<file path="src/shared/ccti_pkg.sv">
// constants and carrier types for the crystal clock timer
// assumes a 4-bit cpu data memory port with 8-bit i/o addresses
package ccti_pkg;
  // i/o locations
  localparam logic [7:0] FLAGS_ADDR = 8'hc4;
  localparam logic [7:0] ENABLES_ADDR = 8'hd1;
  localparam logic [7:0] SOFT_RESET_ADDR = 8'hd9;
  localparam logic [7:0] COUNT_LOW_ADDR = 8'hda;
  localparam logic [7:0] COUNT_HIGH_ADDR = 8'hdb;
  // data nibble width and reset values
  localparam int DATA_W = 4;
  localparam logic [3:0] FLAGS_RESET = 4'h0;
  localparam logic [3:0] ENABLES_RESET = 4'h0;
  localparam logic [3:0] READ_ZERO = 4'h0;
  // bit positions in flag and enable locations
  localparam int BIT_32HZ = 0;
  localparam int BIT_16HZ = 1;
  localparam int BIT_2HZ = 2;
  localparam int BIT_1HZ = 3;
  // soft reset bit
  localparam int SOFT_RESET_BIT = 0;
  // divider: bit k of the chain runs at crystal / 2^(k+1)
  localparam int PRESCALE_BITS = 7;
  localparam int STAGE_COUNT = 8;
  // stage indices within the eight observable stages
  localparam int STAGE_32HZ = 2;
  localparam int STAGE_16HZ = 3;
  localparam int STAGE_2HZ = 6;
  localparam int STAGE_1HZ = 7;
  localparam logic [1:0] ARMED_CLEAR = 2'h0;

  typedef struct packed {
    logic rd;
    logic wr;
    logic [7:0] addr;
    logic [3:0] wdata;
  } ccti_bus_req_type;
endpackage

</file>
<file path="src/rtl/ccti_divider.sv">
// binary divider chain stepped by the slow crystal clock
// assumes the crystal level arrives synchronous to clk_in
`timescale 1ns/1ps
`default_nettype none
module ccti_divider #(
  parameter int PRESCALE_BITS = ccti_pkg::PRESCALE_BITS
) (
  input wire logic clk_in,
  input wire logic rst_n_in,
  input wire logic slow_crystal_clock_in,
  input wire logic soft_reset_in,
  output logic [7:0] stages_out,
  output logic [3:0] falls_out
);
  localparam int CNT_W = PRESCALE_BITS + ccti_pkg::STAGE_COUNT;
  logic xtal_prev_q;
  logic tick;
  logic [CNT_W-1:0] cnt_q;
  logic [7:0] stage_prev_q;
  logic [1:0] armed_q;
  logic [7:0] fall_all;

  always_ff @(posedge clk_in or negedge rst_n_in) begin
    if (!rst_n_in) begin
      xtal_prev_q <= 1'b0;
    end else begin
      xtal_prev_q <= slow_crystal_clock_in;
    end
  end
  assign tick = slow_crystal_clock_in & ~xtal_prev_q;

  // no system reset here: only counting and the soft reset move the chain
  always_ff @(posedge clk_in) begin
    if (soft_reset_in) begin
      cnt_q <= '0; // RULE4
    end else if (tick) begin
      cnt_q <= cnt_q + {{(CNT_W-1){1'b0}}, 1'b1}; // RULE1
    end
  end

  always_ff @(posedge clk_in) begin
    stage_prev_q <= stages_out;
  end

  // edges are trusted only once the chain holds a known value
  always_ff @(posedge clk_in or negedge rst_n_in) begin
    if (!rst_n_in) begin
      armed_q <= ccti_pkg::ARMED_CLEAR;
    end else begin
      armed_q <= {armed_q[1] | armed_q[0], armed_q[0] | soft_reset_in}; // RULE6 RULE13
    end
  end

  assign stages_out = cnt_q[CNT_W-1:PRESCALE_BITS]; // RULE1
  assign fall_all = stage_prev_q & ~stages_out;
  always_comb begin
    falls_out = '0;
    if (armed_q[1]) begin
      falls_out[ccti_pkg::BIT_32HZ] = fall_all[ccti_pkg::STAGE_32HZ]; // RULE7
      falls_out[ccti_pkg::BIT_16HZ] = fall_all[ccti_pkg::STAGE_16HZ]; // RULE7
      falls_out[ccti_pkg::BIT_2HZ] = fall_all[ccti_pkg::STAGE_2HZ]; // RULE7
      falls_out[ccti_pkg::BIT_1HZ] = fall_all[ccti_pkg::STAGE_1HZ]; // RULE7
    end
  end

  AST_SOFT_CLEAR: assert property (@(posedge clk_in) disable iff (!rst_n_in)
    soft_reset_in |=> (cnt_q == '0)) // RULE4
    else $error("soft reset did not clear the chain");
  AST_COUNT_STEP: assert property (@(posedge clk_in) disable iff (!rst_n_in)
    (armed_q[1] && tick && !soft_reset_in) |=>
    (cnt_q == $past(cnt_q) + {{(CNT_W-1){1'b0}}, 1'b1})) // RULE1
    else $error("chain did not advance on a crystal edge");
  AST_COUNT_HOLD: assert property (@(posedge clk_in) disable iff (!rst_n_in)
    (armed_q[1] && !tick && !soft_reset_in) |=> $stable(cnt_q)) // RULE6
    else $error("chain moved without a crystal edge");
endmodule
`default_nettype wire

</file>
<file path="src/rtl/ccti_timer.sv">
// crystal clock timer: divider stages, interrupt flags, enables and reads
// assumes one-cycle rd/wr strobes on the cpu i/o port, synchronous to clk_in
// Function
// RULE1: chain advances on slow crystal edges, stages 128 Hz down to 1 Hz.
// RULE2: low nibble reads 128, 64, 32, 16 Hz stages on bits 0 to 3.
// RULE3: high nibble reads 8, 4, 2, 1 Hz stages on bits 0 to 3.
// RULE4: writing one to reset bit zero clears the chain; zero does nothing.
// RULE5: reset bit and unused bits always read as zero.
// RULE6: system reset leaves the chain alone; only counting or soft reset change it.
// RULE7: falling edge of 32, 16, 2, 1 Hz stages sets its flag; the code ignores these edges until a soft reset follows the last system reset.
// RULE8: flags set regardless of enables; enables gate only the request.
// RULE9: 2, 16, 32 Hz flags read-only, start zero, cleared by reading.
// RULE10: 1 Hz flag sits on bit 3; others on bits 2, 1, 0.
// RULE11: enable location is read/write, one enables, all zero after reset.
// RULE12: 32 Hz enable resets to zero and is read/write.
// RULE13: soft reset may leave a flag set; software reads flags afterwards.
// RULE14: software reads high nibble within 0.5 ms after the low nibble.
// RULE15: software writes enables only with cpu interrupts disabled.
// RULE16: software reads flags with cpu interrupts disabled.
// RULE17: a flag set during its clearing read survives to the next read.
// RULE18: interrupt request is high while any flag and its enable are one.
`timescale 1ns/1ps
`default_nettype none
module ccti_timer #(
  parameter int PRESCALE_BITS = ccti_pkg::PRESCALE_BITS
) (
  input wire logic clk_in,
  input wire logic rst_n_in,
  input wire logic slow_crystal_clock_in,
  input wire ccti_pkg::ccti_bus_req_type bus_in,
  output logic [3:0] rdata_out,
  output logic rvalid_out,
  output logic irq_out
);
  logic [3:0] flags_q;
  logic [3:0] flags_d;
  logic [3:0] enables_q;
  logic [3:0] rdata_q;
  logic rvalid_q;
  logic irq_q;
  logic [7:0] stages;
  logic [3:0] falls;
  logic soft_reset;
  logic rd_flags;
  logic wr_enables;

  function automatic logic hit(input logic [7:0] addr, input logic [7:0] loc);
    hit = (addr == loc);
  endfunction

  assign soft_reset = bus_in.wr & hit(bus_in.addr, ccti_pkg::SOFT_RESET_ADDR) &
                      bus_in.wdata[ccti_pkg::SOFT_RESET_BIT]; // RULE4
  assign rd_flags = bus_in.rd & hit(bus_in.addr, ccti_pkg::FLAGS_ADDR);
  assign wr_enables = bus_in.wr & hit(bus_in.addr, ccti_pkg::ENABLES_ADDR);

  ccti_divider #(
    .PRESCALE_BITS(PRESCALE_BITS)
  ) u_divider (
    .clk_in(clk_in),
    .rst_n_in(rst_n_in),
    .slow_crystal_clock_in(slow_crystal_clock_in),
    .soft_reset_in(soft_reset),
    .stages_out(stages),
    .falls_out(falls)
  );

  // set wins over the clearing read
  assign flags_d = (flags_q & ~{4{rd_flags}}) | falls; // RULE9 RULE17 RULE8

  always_ff @(posedge clk_in or negedge rst_n_in) begin
    if (!rst_n_in) begin
      flags_q <= ccti_pkg::FLAGS_RESET; // RULE9
    end else begin
      flags_q <= flags_d; // RULE7 RULE10
    end
  end

  always_ff @(posedge clk_in or negedge rst_n_in) begin
    if (!rst_n_in) begin
      enables_q <= ccti_pkg::ENABLES_RESET; // RULE11 RULE12
    end else if (wr_enables) begin
      enables_q <= bus_in.wdata; // RULE11 RULE12
    end
  end

  always_ff @(posedge clk_in or negedge rst_n_in) begin
    if (!rst_n_in) begin
      irq_q <= 1'b0;
    end else begin
      irq_q <= |(flags_q & enables_q); // RULE18 RULE8
    end
  end

  // read data is valid in the cycle after the strobe, zero otherwise
  always_ff @(posedge clk_in or negedge rst_n_in) begin
    if (!rst_n_in) begin
      rdata_q <= ccti_pkg::READ_ZERO;
      rvalid_q <= 1'b0;
    end else begin
      rvalid_q <= bus_in.rd;
      rdata_q <= ccti_pkg::READ_ZERO; // RULE5
      if (bus_in.rd) begin
        case (bus_in.addr)
          ccti_pkg::FLAGS_ADDR: rdata_q <= flags_q; // RULE9 RULE10
          ccti_pkg::ENABLES_ADDR: rdata_q <= enables_q; // RULE11
          ccti_pkg::COUNT_LOW_ADDR: rdata_q <= stages[3:0]; // RULE2
          ccti_pkg::COUNT_HIGH_ADDR: rdata_q <= stages[7:4]; // RULE3
          default: rdata_q <= ccti_pkg::READ_ZERO; // RULE5
        endcase
      end
    end
  end

  assign rdata_out = rdata_q;
  assign rvalid_out = rvalid_q;
  assign irq_out = irq_q;

  AST_FLAG_SET: assert property (@(posedge clk_in) disable iff (!rst_n_in)
    (|falls) |=> ((flags_q & $past(falls)) == $past(falls))) // RULE7
    else $error("stage edge did not set its flag");
  AST_FLAG_UNMASKED: assert property (@(posedge clk_in) disable iff (!rst_n_in)
    (falls[ccti_pkg::BIT_1HZ] && !enables_q[ccti_pkg::BIT_1HZ])
    |=> flags_q[ccti_pkg::BIT_1HZ]) // RULE8
    else $error("masked flag was not set");
  AST_READ_CLEARS: assert property (@(posedge clk_in) disable iff (!rst_n_in)
    (rd_flags && falls == 4'h0) |=> (flags_q == 4'h0)) // RULE9
    else $error("flag read did not clear the flags");
  AST_SET_WINS: assert property (@(posedge clk_in) disable iff (!rst_n_in)
    (rd_flags && falls[ccti_pkg::BIT_32HZ]) |=> flags_q[ccti_pkg::BIT_32HZ] ##1
    (!$past(rd_flags) || rdata_out[ccti_pkg::BIT_32HZ])) // RULE17
    else $error("flag set during a read was lost");
  AST_FLAG_READ_VALUE: assert property (@(posedge clk_in) disable iff (!rst_n_in)
    rd_flags |=> (rvalid_out && rdata_out == $past(flags_q))) // RULE10
    else $error("flag read returned the wrong value");
  AST_IRQ: assert property (@(posedge clk_in) disable iff (!rst_n_in)
    ##1 (irq_out == $past(|(flags_q & enables_q)))) // RULE18
    else $error("interrupt request does not follow flags and enables");
  AST_ENABLE_WRITE: assert property (@(posedge clk_in) disable iff (!rst_n_in)
    (wr_enables && !bus_in.rd) |=> ##1 (enables_q == $past(bus_in.wdata, 2) ||
    $past(wr_enables))) // RULE11
    else $error("enable location did not take the written value");
  AST_RESET_READS_ZERO: assert property (@(posedge clk_in) disable iff (!rst_n_in)
    (bus_in.rd && hit(bus_in.addr, ccti_pkg::SOFT_RESET_ADDR)) |=>
    (rdata_out == 4'h0)) // RULE5
    else $error("reset location did not read as zero");
  AST_READ_LOW: assert property (@(posedge clk_in) disable iff (!rst_n_in)
    (bus_in.rd && hit(bus_in.addr, ccti_pkg::COUNT_LOW_ADDR)) |=>
    (rdata_out == $past(stages[3:0]))) // RULE2
    else $error("low nibble read wrong");
  AST_READ_HIGH: assert property (@(posedge clk_in) disable iff (!rst_n_in)
    (bus_in.rd && hit(bus_in.addr, ccti_pkg::COUNT_HIGH_ADDR)) |=>
    (rdata_out == $past(stages[7:4]))) // RULE3
    else $error("high nibble read wrong");

  COV_FLAG_SET: cover property (@(posedge clk_in) disable iff (!rst_n_in)
    falls[ccti_pkg::BIT_1HZ] ##1 flags_q[ccti_pkg::BIT_1HZ]);
  COV_READ_CLEAR: cover property (@(posedge clk_in) disable iff (!rst_n_in)
    (rd_flags && flags_q != 4'h0) ##1 rvalid_out);
  COV_IRQ: cover property (@(posedge clk_in) disable iff (!rst_n_in) irq_out);
  COV_SOFT_RESET: cover property (@(posedge clk_in) disable iff (!rst_n_in)
    soft_reset ##2 (stages == 8'h00));
endmodule
`default_nettype wire

</file>
<file path="config.mk">
export PLATFORM = sky130hd
export DESIGN_NAME = ccti_timer
export DESIGN_NICKNAME = d
export VERILOG_FILES = /design/src/shared/ccti_pkg.sv /design/src/rtl/ccti_divider.sv /design/src/rtl/ccti_timer.sv
export SDC_FILE = /design/constraint.sdc
export NUM_CORES = 1
export LEC_CHECK = 0
export ABC_AREA = 1
export CAP_MARGIN = 20
export CORE_MARGIN = 5
export CORE_UTILIZATION = 45
export CTS_BUF_LIST = sky130_fd_sc_hd__clkbuf_16
export CTS_CLUSTER_DIAMETER = 150
export DETAILED_ROUTE_END_ITERATION = 7
export DONT_BUFFER_PORTS = 1
export PLACE_DENSITY = 0.59
export SETUP_SLACK_MARGIN = 0.5
export SLEW_MARGIN = 20
export SYNTH_ARGS = -nofsm -noshare
export SYNTH_HDL_FRONTEND = slang
export SYNTH_SLANG_ARGS = --single-unit
</file>
<file path="constraint.sdc">
create_clock -name clk_in -period 1.5 [get_ports clk_in]
set_clock_uncertainty 0.1 [all_clocks]
set_input_delay 0.225 -clock clk_in [delete_from_list [all_inputs] [get_ports clk_in]]
set_output_delay 0.225 -clock clk_in [all_outputs]
set_load 0.01 [all_outputs]
</file>
---- Yosys cells after proc, flatten, opt, wreduce, memory -nomap -nowiden ----
Cells that the tools add are included.
storage, ports and cells
  flip-flop bits (word level) ............. 40
  bits of input ports ..................... 17
operators by class
  add/subtract/negate cells ............... 1
  eq/ne operators ......................... 5
  muxes and demuxes ....................... 3
  bitwise logic cells ..................... 14
  reductions and logical operators ........ 1
operators with widths
  operator               count
  $eq 8x8->1 const B     5
  $pmux 4 s4             1
  $add 15x1->15 const B  1
  $and 4x4->4            2
  $and 8x8->8            1
  $mux 4                 2
  $not 8->8              1
  $and 1x1->1            5
  $not 4->4              1
  $or 4x4->4             1
  $reduce_or 4->1        1
  $or 1x1->1             2
  $not 1->1              1

---- Logic depth before layout (Yosys ltp) ----
  depth after elaboration ................. 5
  gate-level depth with buffers ........... 8
  gate-level depth less buffers ........... 8

---- By module ----
A second synthesis with hierarchy kept.
second synthesis, totals
  cells, all modules ...................... 237
  area, all modules ....................... 1793.0 um^2
by module, submodules not included
  module        instances  cells an instance  area each (um^2)  seq. area each (um^2)
  ccti_divider  1          137                1034.7            455.4
  ccti_timer    1          100                758.2             350.3

---- Least setup slack after synthesis ----
Ideal clock, no wire load.
  kind .................................... register to register
  start ................................... register u_divider.cnt_q[0]
  end ..................................... register u_divider.cnt_q[10]
  library setup time ...................... 0.116 ns
  arrival time ............................ 1.140 ns
  required time ........................... 1.284 ns
  setup slack ............................. 0.145 ns
  stages on the path, launching flop included .. 8
  buffers on the path ..................... 0
  period minus slack after synthesis ...... 1.355 ns
  cell sequence ........................... dfxtp_1 -> ha_1 -> inv_1 -> nor2_2 -> nand3_2 -> nor2_2 -> nand2_1 -> and3_1
on the way
  cells in the longest elaborated chain, start to end .. 1
RTL lines
  what                    line                RTL
  from (decl)             ccti_divider.sv:18  logic [CNT_W-1:0] cnt_q;
  from (signal assigned)  ccti_divider.sv:37  cnt_q <= cnt_q + {{(CNT_W-1){1'b0}}, 1'b1};
  $add 15x1->15           ccti_divider.sv:37
No other way between the ends.
A chain may end at the register's enable or synchronous reset.

---- Final worst setup path ----
  start ................................... register u_divider.xtal_prev_q
  end ..................................... register u_divider.cnt_q[3]
on the way
  cells in the longest elaborated chain, start to end .. 2
RTL lines
  what                    line                RTL
  from (decl)             ccti_divider.sv:16  logic xtal_prev_q;
  from (signal assigned)  ccti_divider.sv:27  xtal_prev_q <= slow_crystal_clock_in;
  $not 1->1               ccti_divider.sv:30  assign tick = slow_crystal_clock_in & ~xtal_prev_q;
  $and 1x1->1             ccti_divider.sv:30
No other way between the ends.

==> metrics <==
FF-to-FF path depth 8; CP max stage delay around 370 ps; cells along the critical path inv_2 > nand2_4 > buf_4 > nor2_4 > buf_4 > xor2_1 > nand2_1 > inv_1; Sequential Area slightly above 800 um^2; Max VDD drop roughly 840 uV; DR iter-0 viols a little under 100; Synth Cell Area between 0.0015 and 0.002 mm^2; drt pass-1 iters 4; register area share after synthesis 47.2%; syn_nets roughly 240; most frequent cells in the layout nand2_1, nand3_1, inv_1, nor2_1, dfrtp_1; Crit Path Class flop to flop; Layout area overhead 31.0%; Num CTS Buffers 5; Critical Path Stages 8; fin worst setup slack between 150 and 200 ps; final hold violation count 17; fin. max-slew vios 0; vias per cell approximately 5.2; Worst Path Buf+Inv 4; Crit path top cell by count buf_4; startpoint types flop; clock root cell clkbuf_16; RSZ-0062 raised after global routing yes; GRT Overall Usage ~17%; Crit Reg-Reg Endpoint u_divider.cnt_q[3]$_SDFFE_PP0P_; CTS tree built; GR Overflow Total 0; Slew headroom about half; Wirelength per Cell 13.7 um; Core ar. ~0.0037 mm^2; first-pass GRT wire length approximately 7000 um; Cells after DPL 270; Skew-Pair Late Insertion Delay roughly 280 ps; commonest non-fill, non-tap cell in the layout nand2_1; Cell variety after synth 25; DIE HEIGHT 71.6 um; reg2reg setup slack roughly 180 ps; row cnt 22; Routed WL approximately 4000 um; fill cell count approximately 330; Ant. Diodes 0; clock-pin transition on the worst setup and hold timing paths approximately 60 ps; CTS max path bufs 2; Post-DRT Antenna Nets 0; die footprint 0.00512 mm^2; Placer Congestion between 0.9 and 1; Synth Warn # 0; Die W roughly 72 um; io pins 23; outcome complete, but fails checks; pre-CTS setup slack 109 ps; vias in the first global route between 1500 and 2000; CP max FO 6; Max-Cap Viols 0; Least-Margin Pin Slew approximately 760 ps; P_leak 1.05 nW; Final Cycle Share about nine tenths; Achievable Freq around 760 MHz; CP endpoint kind flop; failing checks negative hold slack; area of the multi-input gates 935 um^2; Worst EP required between 1500 and 2000 ps; H-tree levels 2; Syn Inst Count 220; Hold Crit Class primary input to asynchronous set/reset pin; largest net degree at the start of global routing 18; Critical Path AT approximately 1500 ps; CP max stage cell dfrtp_1; Avg Inst Size Synth roughly 7.8 um^2; DP Wirelength ~2800 um; final setup vio count 0; Fin Setup TNS 0 ps; Pwr Density around 1200 mW/mm^2; Final Critical Period around 1300 ps; DR vias roughly 1500; Starting Density 46.6%; Hold Worst Slack -18.3 ps; fin nets 262; Final Non-Filler Cells 293; DRC Markers 0; Port-buffer cells 0; initial antenna violation count 0; clk sink count 36; FF-to-FF Start u_divider.xtal_prev_q$_DFF_PN0_; layout cell share with drive strength beyond 1 roughly 26%; post-synthesis register bit count 36; critical path's top delay family buffers and inverters
cells by family after synthesis:
logic type | after synthesis | synth area share [%]
adder cells (fa/ha/maj) | 1 | 0.734
buffers and inverters | 28 | 6.38
flip-flops | 36 | 47.2
AND/OR/NAND/NOR | 131 | 37.4
AO/OA/AOI/OAI | 19 | 5.65
XOR/XNOR | 5 | 2.57
layout make-up:
type	count	share of cell area [%]
inverter	27	5.27
multi-input combinational	156	41.8
tap	48	2.69
clock inverter	3	0.728
clock buffer	5	5.60
sequential	36	36.7
timing repair buffer	18	7.17
how the worst max path moves through the flow:
stage | startpoint | to
floorplan | u_divider.xtal_prev_q$_DFF_PN0_ | u_divider.cnt_q[10]$_SDFFE_PP0P_
global placement | u_divider.cnt_q[3]$_SDFFE_PP0P_ | u_divider.cnt_q[10]$_SDFFE_PP0P_
detailed placement | u_divider.cnt_q[3]$_SDFFE_PP0P_ | u_divider.cnt_q[14]$_SDFFE_PP0P_
CTS | u_divider.cnt_q[1]$_SDFFE_PP0P_ | u_divider.cnt_q[14]$_SDFFE_PP0P_
global route | u_divider.xtal_prev_q$_DFF_PN0_ | u_divider.cnt_q[10]$_SDFFE_PP0P_
finish | u_divider.xtal_prev_q$_DFF_PN0_ | u_divider.cnt_q[3]$_SDFFE_PP0P_
report_power, final:
group | internal (mW) | total, mW | switching [mW]
logic | 0.226 | 0.470 | 0.244
registers | 1.10 | 1.23 | 0.131
clock network | 0.605 | 0.987 | 0.382
total | 1.93 | 2.68 | 0.758
stage by stage:
step / power (mW) / utilization (%) / cell area (um^2) / hold slack, ps
2_1_floorplan: 1.37 / - / 1750 / -171
3_3_place_gp: 1.43 / 49.8 / 1820 / -170
3_5_place_dp: 1.44 / 49.8 / 1820 / -170
4_1_cts: 2.59 / 58.4 / 2140 / 4.08
5_1_grt: 2.82 / 61.0 / 2230 / 16.3
6_report: 2.68 / 61.0 / 2230 / -18.3
synth_stat cells:
cell type / n / share of area, %
nor3_4: 2 / 1.9
nor2_1: 26 / 5.7
nor3_1: 5 / 1.5
ha_1: 1 / 0.73
nand3_2: 2 / 1.2
nand4_2: 1 / 0.73
and3_1: 2 / 0.73
a21oi_1: 5 / 1.5
nand2_2: 3 / 1.1
nand3_1: 30 / 8.8
xnor2_1: 1 / 0.51
inv_2: 2 / 0.44
xor2_1: 4 / 2.1
nand2_1: 49 / 11
nor3_2: 3 / 1.8
nor2_2: 5 / 1.8
inv_1: 25 / 5.5
o21ai_0: 7 / 2.1
dfxtp_1: 19 / 22
buf_4: 1 / 0.44
a31oi_1: 1 / 0.37
o21ai_1: 6 / 1.8
dfrtp_1: 17 / 25
nand4_1: 2 / 0.73
nor2_4: 1 / 0.66
timing repair:
item	in CTS	in global routing
pin swaps	11	7
resized for setup	19	19
endpoints found under the setup margin	19	40
endpoints found under the hold margin	24	0
setup buffers	5	4
hold buffers	6	0
registers in the layout, summed over array words and instances (netlist names):
register and cells:
flags_q 4, enables_q 4, rdata_out 4, rvalid_out 1, u_divider.cnt_q 15, irq_out 1
u_divider.xtal_prev_q 1, u_divider.stage_prev_q 4, u_divider.armed_q 2
routing by layer:
| metal | track usage, % | part of all wire [%] | up-vias |
|---|---|---|---|
| met3 | 5.19 | 4.5 | 6 |
| li1 | - | - | 760 |
| met5 | 0 | 0 | - |
| met2 | 29.7 | 52 | 35 |
| met1 | 19.6 | 42 | 708 |
| met4 | 7.52 | 1.4 | 0 |
No activity file was read; power rests on OpenSTA's default activity.
